--- src/mxp_pkg.sv ---
// constants, field layouts and carrier types of the management page logic
// assumes a single 250 MHz clock and an active-low asynchronous reset
// What this block does
// page bit one steers 16..30 to extended
// addresses 0..15 ignore page bit
// extended page offers fifteen registers
// page select register always reads zero
// fiber remote fault bits read only
// partner pause abilities shown, read only
// partner duplex abilities shown, read only
// restart bit self clears, reads zero
// completion bit shows finished negotiation
// autosense disable, mode reset, sticky
// mapping mask writable, resets 01, sticky
// combining bit writable, resets one, sticky
// swing code 400mV..1.6V, reset 100
// reserved bits read zero, ignore writes
// page select resets to zero
package mxp_pkg;

    // ------------------------------------------------------------------
    // address map
    // ------------------------------------------------------------------
    localparam logic [4:0] MXP_ADDR_FANC   = 5'h10; // fiber autoneg reg
    localparam logic [4:0] MXP_ADDR_SIF    = 5'h11; // serial if control
    localparam logic [4:0] MXP_ADDR_PAGE   = 5'h1f; // page select
    localparam logic [4:0] MXP_ADDR_UPLO   = 5'h10; // first paged slot
    localparam logic [4:0] MXP_ADDR_UPHI   = 5'h1e; // last paged slot
    localparam int         MXP_EXT_COUNT   = 15;    // extended slots

    // ------------------------------------------------------------------
    // fiber autoneg register fields
    // ------------------------------------------------------------------
    localparam int MXP_FANC_RF_HI    = 13;
    localparam int MXP_FANC_RF_LO    = 12;
    localparam int MXP_FANC_ASYM     = 11;
    localparam int MXP_FANC_SYM      = 10;
    localparam int MXP_FANC_RESTART  = 9;
    localparam int MXP_FANC_FDX      = 8;
    localparam int MXP_FANC_HDX      = 7;
    localparam int MXP_FANC_DONE     = 5;
    localparam int MXP_FANC_ASDIS    = 4;
    localparam int MXP_FANC_MASK_HI  = 2;
    localparam int MXP_FANC_MASK_LO  = 1;
    localparam int MXP_FANC_OR       = 0;

    localparam logic [1:0] MXP_RST_MASK = 2'h1;
    localparam logic       MXP_RST_OR   = 1'h1;

    // ------------------------------------------------------------------
    // serial interface control fields
    // ------------------------------------------------------------------
    localparam int MXP_SIF_SW_HI   = 4;
    localparam int MXP_SIF_SW_LO   = 2;
    localparam int MXP_SIF_HYST    = 1;
    localparam int MXP_SIF_CLKEN   = 0;

    localparam logic [2:0] MXP_RST_SWING = 3'h4;
    localparam logic [2:0] MXP_SWING_MAX = 3'h6; // 1.6V, 111 aliases it
    localparam logic       MXP_RST_CLKEN = 1'h1;

    // ------------------------------------------------------------------
    // page select field
    // ------------------------------------------------------------------
    localparam int   MXP_PAGE_BIT = 0;
    localparam logic MXP_RST_PAGE = 1'h0;

    localparam logic [15:0] MXP_ZERO16 = 16'h0000;

    // ------------------------------------------------------------------
    // carrier types
    // ------------------------------------------------------------------
    typedef struct packed {
        logic        rd;
        logic        wr;
        logic [4:0]  addr;
        logic [15:0] wdata;
    } mxp_mgmt_req_s;

    typedef struct packed {
        logic [1:0] rfault;
        logic       asym_pause;
        logic       sym_pause;
        logic       full_dpx;
        logic       half_dpx;
    } mxp_lp_abil_s;

    typedef struct packed {
        logic std;
        logic fanc;
        logic sif;
        logic page;
        logic ext_other;
    } mxp_hit_s;

endpackage : mxp_pkg

--- src/mxp_page_decode.sv ---
// address decoder that applies the page select bit
// assumes the address is stable while a strobe is high
module mxp_page_decode (
    input  wire logic [4:0]       addr,
    input  wire logic             page_ext,
    output mxp_pkg::mxp_hit_s     hit
);

    logic upper;

    // only the paged window looks at the page bit
    always_comb begin
        upper         = (addr >= mxp_pkg::MXP_ADDR_UPLO) &&
                        (addr <= mxp_pkg::MXP_ADDR_UPHI);
        hit           = '0;
        hit.page      = (addr == mxp_pkg::MXP_ADDR_PAGE);
        hit.std       = !upper && !hit.page;
        if (upper && !page_ext) begin
            hit.std = 1'b1;
        end
        if (upper && page_ext) begin
            // fifteen slots, two backed here, rest reserved
            hit.fanc      = (addr == mxp_pkg::MXP_ADDR_FANC);
            hit.sif       = (addr == mxp_pkg::MXP_ADDR_SIF);
            hit.ext_other = !hit.fanc && !hit.sif;
        end
    end

endmodule : mxp_page_decode

--- src/mxp_sc_pulse.sv ---
// self-clearing command bit turned into a one-cycle pulse
// assumes trig is a one-cycle write qualifier
module mxp_sc_pulse (
    input  wire logic sys_clk,
    input  wire logic nrst,
    input  wire logic trig,
    output logic      pulse
);

    logic pulse_reg;
    logic pulse_next;

    // nothing is stored beyond one cycle, so readback stays zero
    always_comb begin
        pulse_next = trig;
    end

    always_ff @(posedge sys_clk or negedge nrst) begin
        if (!nrst) begin
            pulse_reg <= 1'b0;
        end else begin
            pulse_reg <= pulse_next;
        end
    end

    assign pulse = pulse_reg;

endmodule : mxp_sc_pulse

--- src/mxp_regs.sv ---
// management registers: page select, fiber autoneg, serial if control
// assumes one request per cycle at most and a combinational standard
// register set answering std_rdata in the cycle of its read strobe
module mxp_regs (
    input  wire logic                 sys_clk,
    input  wire logic                 nrst,
    input  wire logic                 soft_rst,
    input  wire logic                 strap_autosense_dis,
    input  wire logic                 strap_serial_mac,
    input  wire mxp_pkg::mxp_mgmt_req_s mgmt_req,
    output logic [15:0]               mgmt_rdata,
    output logic                      mgmt_rvalid,
    output logic                      std_rd,
    output logic                      std_wr,
    output logic [4:0]                std_addr,
    output logic [15:0]               std_wdata,
    input  wire logic [15:0]          std_rdata,
    input  wire logic                 lp_abil_valid,
    input  wire mxp_pkg::mxp_lp_abil_s lp_abil,
    input  wire logic                 an_complete,
    output logic                      an_restart,
    output logic                      autosense_dis,
    output logic [1:0]                rf_map_mask,
    output logic                      rf_map_or,
    output logic [2:0]                serial_swing_code,
    output logic [2:0]                serial_swing_level,
    output logic                      hyst_dis,
    output logic                      aux_clock_output_en,
    output logic                      page_ext
);

    // ------------------------------------------------------------------
    // decode
    // ------------------------------------------------------------------
    mxp_pkg::mxp_hit_s hit;
    logic              wr_fanc;
    logic              wr_sif;
    logic              wr_page;
    logic              restart_trig;

    mxp_page_decode u_dec (
        .addr     (mgmt_req.addr),
        .page_ext (page_ext),
        .hit      (hit)
    );

    // write qualifiers per target
    always_comb begin
        wr_fanc      = mgmt_req.wr && hit.fanc;
        wr_sif       = mgmt_req.wr && hit.sif;
        wr_page      = mgmt_req.wr && hit.page;
        restart_trig = wr_fanc &&
                       mgmt_req.wdata[mxp_pkg::MXP_FANC_RESTART];
    end

    // standard set is reached straight through, slots 16..30 only while the page bit is zero
    assign std_rd    = mgmt_req.rd && hit.std;
    assign std_wr    = mgmt_req.wr && hit.std;
    assign std_addr  = mgmt_req.addr;
    assign std_wdata = mgmt_req.wdata;

    mxp_sc_pulse u_restart (
        .sys_clk (sys_clk),
        .nrst    (nrst),
        .trig    (restart_trig),
        .pulse   (an_restart)
    );

    // ------------------------------------------------------------------
    // strap capture
    // ------------------------------------------------------------------
    // straps are sampled on the first edge after release, never by reset
    logic strap_done_reg;
    logic strap_done_next;
    logic strap_asdis_reg;
    logic strap_asdis_next;
    logic strap_ser_reg;
    logic strap_ser_next;

    always_comb begin
        strap_done_next  = 1'b1;
        strap_asdis_next = strap_done_reg ? strap_asdis_reg
                                          : strap_autosense_dis;
        strap_ser_next   = strap_done_reg ? strap_ser_reg
                                          : strap_serial_mac;
    end

    always_ff @(posedge sys_clk or negedge nrst) begin
        if (!nrst) begin
            strap_done_reg  <= 1'b0;
            strap_asdis_reg <= 1'b0;
            strap_ser_reg   <= 1'b0;
        end else begin
            strap_done_reg  <= strap_done_next;
            strap_asdis_reg <= strap_asdis_next;
            strap_ser_reg   <= strap_ser_next;
        end
    end

    // ------------------------------------------------------------------
    // sticky fields: survive soft reset; only nrst, fiber reg writes and, for asdis, the strap set them
    // ------------------------------------------------------------------
    logic       asdis_reg;
    logic       asdis_next;
    logic [1:0] mask_reg;
    logic [1:0] mask_next;
    logic       or_reg;
    logic       or_next;

    always_comb begin
        asdis_next = asdis_reg;
        mask_next  = mask_reg;
        or_next    = or_reg;
        if (!strap_done_reg) begin
            asdis_next = strap_autosense_dis;
        end
        if (wr_fanc) begin
            asdis_next = mgmt_req.wdata[mxp_pkg::MXP_FANC_ASDIS];
            mask_next  = mgmt_req.wdata[mxp_pkg::MXP_FANC_MASK_HI:
                                        mxp_pkg::MXP_FANC_MASK_LO];
            or_next    = mgmt_req.wdata[mxp_pkg::MXP_FANC_OR];
        end
    end

    always_ff @(posedge sys_clk or negedge nrst) begin
        if (!nrst) begin
            asdis_reg <= 1'b0;
            mask_reg  <= mxp_pkg::MXP_RST_MASK;
            or_reg    <= mxp_pkg::MXP_RST_OR;
        end else begin
            asdis_reg <= asdis_next;
            mask_reg  <= mask_next;
            or_reg    <= or_next;
        end
    end

    // ------------------------------------------------------------------
    // non-sticky fields: page select and serial if control
    // ------------------------------------------------------------------
    logic       page_reg;
    logic       page_next;
    logic [2:0] swing_reg;
    logic [2:0] swing_next;
    logic       hyst_reg;
    logic       hyst_next;
    logic       clken_reg;
    logic       clken_next;

    // soft reset wins over a write in the same cycle
    always_comb begin
        page_next  = page_reg;
        swing_next = swing_reg;
        hyst_next  = hyst_reg;
        clken_next = clken_reg;
        if (!strap_done_reg) begin
            hyst_next = strap_serial_mac;                // mode default
        end
        if (wr_page) begin
            page_next = mgmt_req.wdata[mxp_pkg::MXP_PAGE_BIT];
        end
        if (wr_sif) begin
            swing_next = mgmt_req.wdata[mxp_pkg::MXP_SIF_SW_HI:
                                        mxp_pkg::MXP_SIF_SW_LO];
            hyst_next  = mgmt_req.wdata[mxp_pkg::MXP_SIF_HYST];
            clken_next = mgmt_req.wdata[mxp_pkg::MXP_SIF_CLKEN];
        end
        if (soft_rst) begin
            page_next  = mxp_pkg::MXP_RST_PAGE;
            swing_next = mxp_pkg::MXP_RST_SWING;
            hyst_next  = strap_ser_reg;
            clken_next = mxp_pkg::MXP_RST_CLKEN;
        end
    end

    always_ff @(posedge sys_clk or negedge nrst) begin
        if (!nrst) begin
            page_reg  <= mxp_pkg::MXP_RST_PAGE;
            swing_reg <= mxp_pkg::MXP_RST_SWING;
            hyst_reg  <= 1'b0;
            clken_reg <= mxp_pkg::MXP_RST_CLKEN;
        end else begin
            page_reg  <= page_next;
            swing_reg <= swing_next;
            hyst_reg  <= hyst_next;
            clken_reg <= clken_next;
        end
    end

    // ------------------------------------------------------------------
    // partner abilities and completion
    // ------------------------------------------------------------------
    // captured on the partner's valid strobe; cleared by a restart so
    // stale abilities do not outlive a renegotiation
    mxp_pkg::mxp_lp_abil_s lp_reg;
    mxp_pkg::mxp_lp_abil_s lp_next;
    logic                  done_reg;
    logic                  done_next;

    always_comb begin
        lp_next   = lp_reg;
        done_next = an_complete && !restart_trig && !an_restart;
        if (restart_trig) begin
            lp_next = '0;
        end
        if (lp_abil_valid) begin
            lp_next = lp_abil;
        end
    end

    always_ff @(posedge sys_clk or negedge nrst) begin
        if (!nrst) begin
            lp_reg   <= '0;
            done_reg <= 1'b0;
        end else begin
            lp_reg   <= lp_next;
            done_reg <= done_next;
        end
    end

    // ------------------------------------------------------------------
    // read data
    // ------------------------------------------------------------------
    logic [15:0] fanc_view;
    logic [15:0] sif_view;
    logic [15:0] rdata_reg;
    logic [15:0] rdata_next;
    logic        rvalid_reg;
    logic        rvalid_next;

    // reserved and restart positions stay zero in the views
    always_comb begin
        fanc_view = mxp_pkg::MXP_ZERO16;
        fanc_view[mxp_pkg::MXP_FANC_RF_HI:mxp_pkg::MXP_FANC_RF_LO] =
            lp_reg.rfault;
        fanc_view[mxp_pkg::MXP_FANC_ASYM]  = lp_reg.asym_pause;
        fanc_view[mxp_pkg::MXP_FANC_SYM]   = lp_reg.sym_pause;
        fanc_view[mxp_pkg::MXP_FANC_FDX]   = lp_reg.full_dpx;
        fanc_view[mxp_pkg::MXP_FANC_HDX]   = lp_reg.half_dpx;
        fanc_view[mxp_pkg::MXP_FANC_DONE]  = done_reg;
        fanc_view[mxp_pkg::MXP_FANC_ASDIS] = asdis_reg;
        fanc_view[mxp_pkg::MXP_FANC_MASK_HI:mxp_pkg::MXP_FANC_MASK_LO] =
            mask_reg;
        fanc_view[mxp_pkg::MXP_FANC_OR]    = or_reg;
        sif_view = mxp_pkg::MXP_ZERO16;
        sif_view[mxp_pkg::MXP_SIF_SW_HI:mxp_pkg::MXP_SIF_SW_LO] = swing_reg;
        sif_view[mxp_pkg::MXP_SIF_HYST]    = hyst_reg;
        sif_view[mxp_pkg::MXP_SIF_CLKEN]   = clken_reg;
    end

    // answer is registered, one cycle after the read strobe
    always_comb begin
        rvalid_next = mgmt_req.rd;
        rdata_next  = rdata_reg;
        if (mgmt_req.rd) begin
            rdata_next = mxp_pkg::MXP_ZERO16;
            if (hit.std) begin
                rdata_next = std_rdata;
            end
            if (hit.fanc) begin
                rdata_next = fanc_view;
            end
            if (hit.sif) begin
                rdata_next = sif_view;
            end
        end
    end

    always_ff @(posedge sys_clk or negedge nrst) begin
        if (!nrst) begin
            rdata_reg  <= mxp_pkg::MXP_ZERO16;
            rvalid_reg <= 1'b0;
        end else begin
            rdata_reg  <= rdata_next;
            rvalid_reg <= rvalid_next;
        end
    end

    // ------------------------------------------------------------------
    // outputs
    // ------------------------------------------------------------------
    assign mgmt_rdata          = rdata_reg;
    assign mgmt_rvalid         = rvalid_reg;
    assign autosense_dis       = asdis_reg;
    assign rf_map_mask         = mask_reg;
    assign rf_map_or           = or_reg;
    assign serial_swing_code   = swing_reg;
    // 111 is the same 1.6V step as 110
    assign serial_swing_level  = (swing_reg > mxp_pkg::MXP_SWING_MAX) ?
                                 mxp_pkg::MXP_SWING_MAX : swing_reg;
    assign hyst_dis            = hyst_reg;
    assign aux_clock_output_en = clken_reg;
    assign page_ext            = page_reg;

endmodule : mxp_regs

--- config.mk ---
export PLATFORM = sky130hd
export DESIGN_NAME = mxp_regs
export DESIGN_NICKNAME = d
export VERILOG_FILES = /design/src/mxp_pkg.sv /design/src/mxp_page_decode.sv /design/src/mxp_sc_pulse.sv /design/src/mxp_regs.sv
export SDC_FILE = /design/constraint.sdc
export NUM_CORES = 1
export LEC_CHECK = 0
export ABC_AREA = 1
export BUFFER_PORTS_ARGS = -buffer_cell sky130_fd_sc_hd__buf_2
export CAP_MARGIN = 20
export CELL_PAD_IN_SITES_DETAIL_PLACEMENT = 0
export CELL_PAD_IN_SITES_GLOBAL_PLACEMENT = 1
export CORE_UTILIZATION = 34
export DETAILED_ROUTE_END_ITERATION = 8
export PLACE_DENSITY_LB_ADDON = 0.3
export SETUP_SLACK_MARGIN = 0.02
export SLEW_MARGIN = 20
export SYNTH_ARGS = -nofsm -noshare
export SYNTH_HDL_FRONTEND = slang
export SYNTH_SLANG_ARGS = --single-unit
--- constraint.sdc ---
create_clock -name sys_clk -period 3.1 [get_ports sys_clk]
set_input_delay 0.31 -clock sys_clk [delete_from_list [all_inputs] [get_ports sys_clk]]
set_output_delay 0.31 -clock sys_clk [all_outputs]
set_load 0.005 [all_outputs]
==> qor.yml <==
relSlewSlack_pct: 45.9
syn_to_final_growth_pct: 19.6
crit_required_ns: 2.79
synth-seq-cells: 37
p_leak_nw: 1.41
final_nets: 351
num_vias: 1632
setup-tns-final_ns: 0
vias_per_cell: 4.39
ys_seq_area_share_pct: 46.2
hold_buffers: 0
tritoncts: "yes"
dpl.cell_count: 364
grt_pass1_vias: 1477
fin_cells: 372
cts_made_buffers: 5
ctsResizeCount: 0
cellPowerDensity_nw_per_um2: 440
cp_cell_sequence: "nand2_1, nand3_1, inv_2, buf_2"
finClkSkew_ns: 0.00861
synthCells: 238
clock_latency_ns: 0.29
drt_iter0_markers: 65
antenna_found_initial: 0
drive_gt1_share_pct: 38.3
drv_slew: 0
ant_nets: 0
critical_path_class: "reg2out"
overflow: 0
max_slew.worst_pin.slew_ns: 0.812
r2r_start: "page_ext"
setup_violations: 0
grt_start_max_net_pins: 38
fillers: 627
hp-class: "in2async"
drc: 0
rsz0062_at_grt: "false"
ctsLongestPathBuffers: 2
crit_family: "simple AND/OR/NAND/NOR gates"
yosysWarnings: 0
post-cts-setup-buffers: 0
drtPass1Iterations: 4
start_kind: "flop"
vdd_drop_max_mv: 0.159
antennaDiodeCount: 0
largest_register_ffs: 16
outcome: "finished clean"
max_freq_mhz: 545
mappedNetlistArea_um2: 2010
cp_max_fo: 15
die_h_um: 79.0
hold_viol_final: 0
dieArea_um2: 6230
worstPathArrival_ns: 1.52
clkTransAtPathRegs_ns: 0.08
dp.final_hpwl_mm: 3.60
coreArea_um2: 5610
gp_congestion: 0.778
synth.avg_cell_area_um2: 8.46
period_needed_ns: 1.83
synth_nets: 290
end_kind: "output port"
critPathLaunch: "page_ext"
grt_pass1_wl_mm: 7.20
clock-root-buffer: "clkbuf_8"
cts.sink_count: 37
grt_use_total_pct: 15.1
min_period_over_period_pct: 59.1
num_io_pins: 106
synth_cell_types: 30
path_buf_inv: 2
critPathMaxStageDelay_ns: 0.42
htreeDepth: 2
routedWlPerCell_um: 12.2
dieWidth_um: 79.0
fp-row-count: 27
start_util_pct: 35.9
routed_wl_mm: 4.55
cp_slowest_cell: "nand2_1"
io_buffers: 85
drv_cap: 0
==> layer usage <==
layer | GRT usage [%] | vias up | wire (um) | part of all wire, %
li1 | - | 861 | - | -
met4 | 4.91 | 0 | 46 | 1.0
met1 | 20.7 | 720 | 2110 | 46
met2 | 23.4 | 45 | 2100 | 46
met5 | 0 | - | 0 | 0
met3 | 3.79 | 6 | 287 | 6.3
==> cell families (layout without fill, tap and decap cells) <==
logic type	after synthesis	after routing	synth area share [%]
mux	1	1	0.497
simple gates	129	129	31.7
other cells	1	1	0.186
flops	37	37	46.2
buf+inv	52	114	15.0
compound gates	18	18	6.40
==> cell usage in the layout (no fill, tap or decap), types with 5 or more instances in the layout <==
master    instances
dfrtp_1          33
nor2_1            8
o21ai_0           5
clkbuf_8          7
nand3_1          35
buf_2            85
nand2_1          71
inv_1            17
==> cell type report <==
cell class	count	area, um^2	area share [%]
sequential	37	931	38.7
clock buffer	7	96.3	4.00
tap	72	90.1	3.74
inverter	21	78.8	3.27
timing repair buffer	85	425	17.7
clock inverter	1	5.00	0.208
multi-input combinational	149	781	32.4
==> worst paths after layout <==
| kind | to | slack (ns) | cells after the start |
|---|---|---|---|
| setup / recovery | std_rd | 1.27 | 4 |
| hold / removal | hyst_dis | 0.12 | 1 |
| setup reg to reg | fanc_view[13] | 1.34 | 7 |
| hold reg to reg | mgmt_rdata[11] | 0.47 | 2 |
| max in group asynchronous | mgmt_rdata[8] | 2.48 | 1 |
| min in group sys_clk | fanc_view[12] | 0.23 | 3 |
==> through the flow <==
| stage | area, um^2 | worst slack (ns) | hold WS [ns] | util (%) | power, mW |
|---|---|---|---|---|---|
| 2_1_floorplan | 2010 | 1.73 | 0.0144 | - | 0.635 |
| 3_3_place_gp | 2310 | 1.34 | 0.449 | 41.1 | 0.704 |
| 3_5_place_dp | 2310 | 1.30 | 0.452 | 41.1 | 0.704 |
| 4_1_cts | 2410 | 1.26 | 0.142 | 42.9 | 1.08 |
| 5_1_grt | 2410 | 1.12 | 0.174 | 42.9 | 1.12 |
| 6_report | 2410 | 1.27 | 0.116 | 42.9 | 1.06 |
==> worst register-to-register path: cells and delay by family, from the launching register on <==
kind,cells,cell delay [ns]
simple gates,6,0.83
compound gates,1,0.46
flops,1,0.37
==> synthesized netlist by cell type <==
cell / count / share of area [%]
inv_1: 17 / 3.2
buf_4: 24 / 8.9
a21oi_1: 2 / 0.50
conb_1: 1 / 0.19
nor2_1: 8 / 1.5
nor2_4: 2 / 1.1
a21boi_0: 1 / 0.37
nand2_1: 71 / 13
nand4_1: 1 / 0.31
nand4_4: 1 / 1.1
mux2i_1: 1 / 0.50
a21oi_4: 1 / 0.81
buf_6: 2 / 1.1
a22oi_1: 1 / 0.37
nand2_2: 3 / 0.93
clkbuf_1: 4 / 0.75
o21ai_0: 5 / 1.2
dfstp_2: 4 / 5.2
nor3_4: 1 / 0.81
a22o_1: 4 / 1.7
nand2_4: 3 / 1.7
buf_2: 1 / 0.25
o21ai_1: 1 / 0.25
dfrtp_1: 33 / 41
nand3_1: 35 / 8.7
o211ai_1: 3 / 1.1
inv_2: 4 / 0.75
nor2_8: 1 / 0.99
nand3_2: 2 / 0.99
nand3b_1: 1 / 0.37
==> report_power, final <==
group          switching (mW)  internal, mW  leakage (nW)  total, mW
clock                   0.166         0.201        0.0542      0.367
sequential             0.0188         0.518         0.450      0.537
combinational          0.0858        0.0693         0.909      0.155
Note: power is estimated with default switching activity, not from simulation.
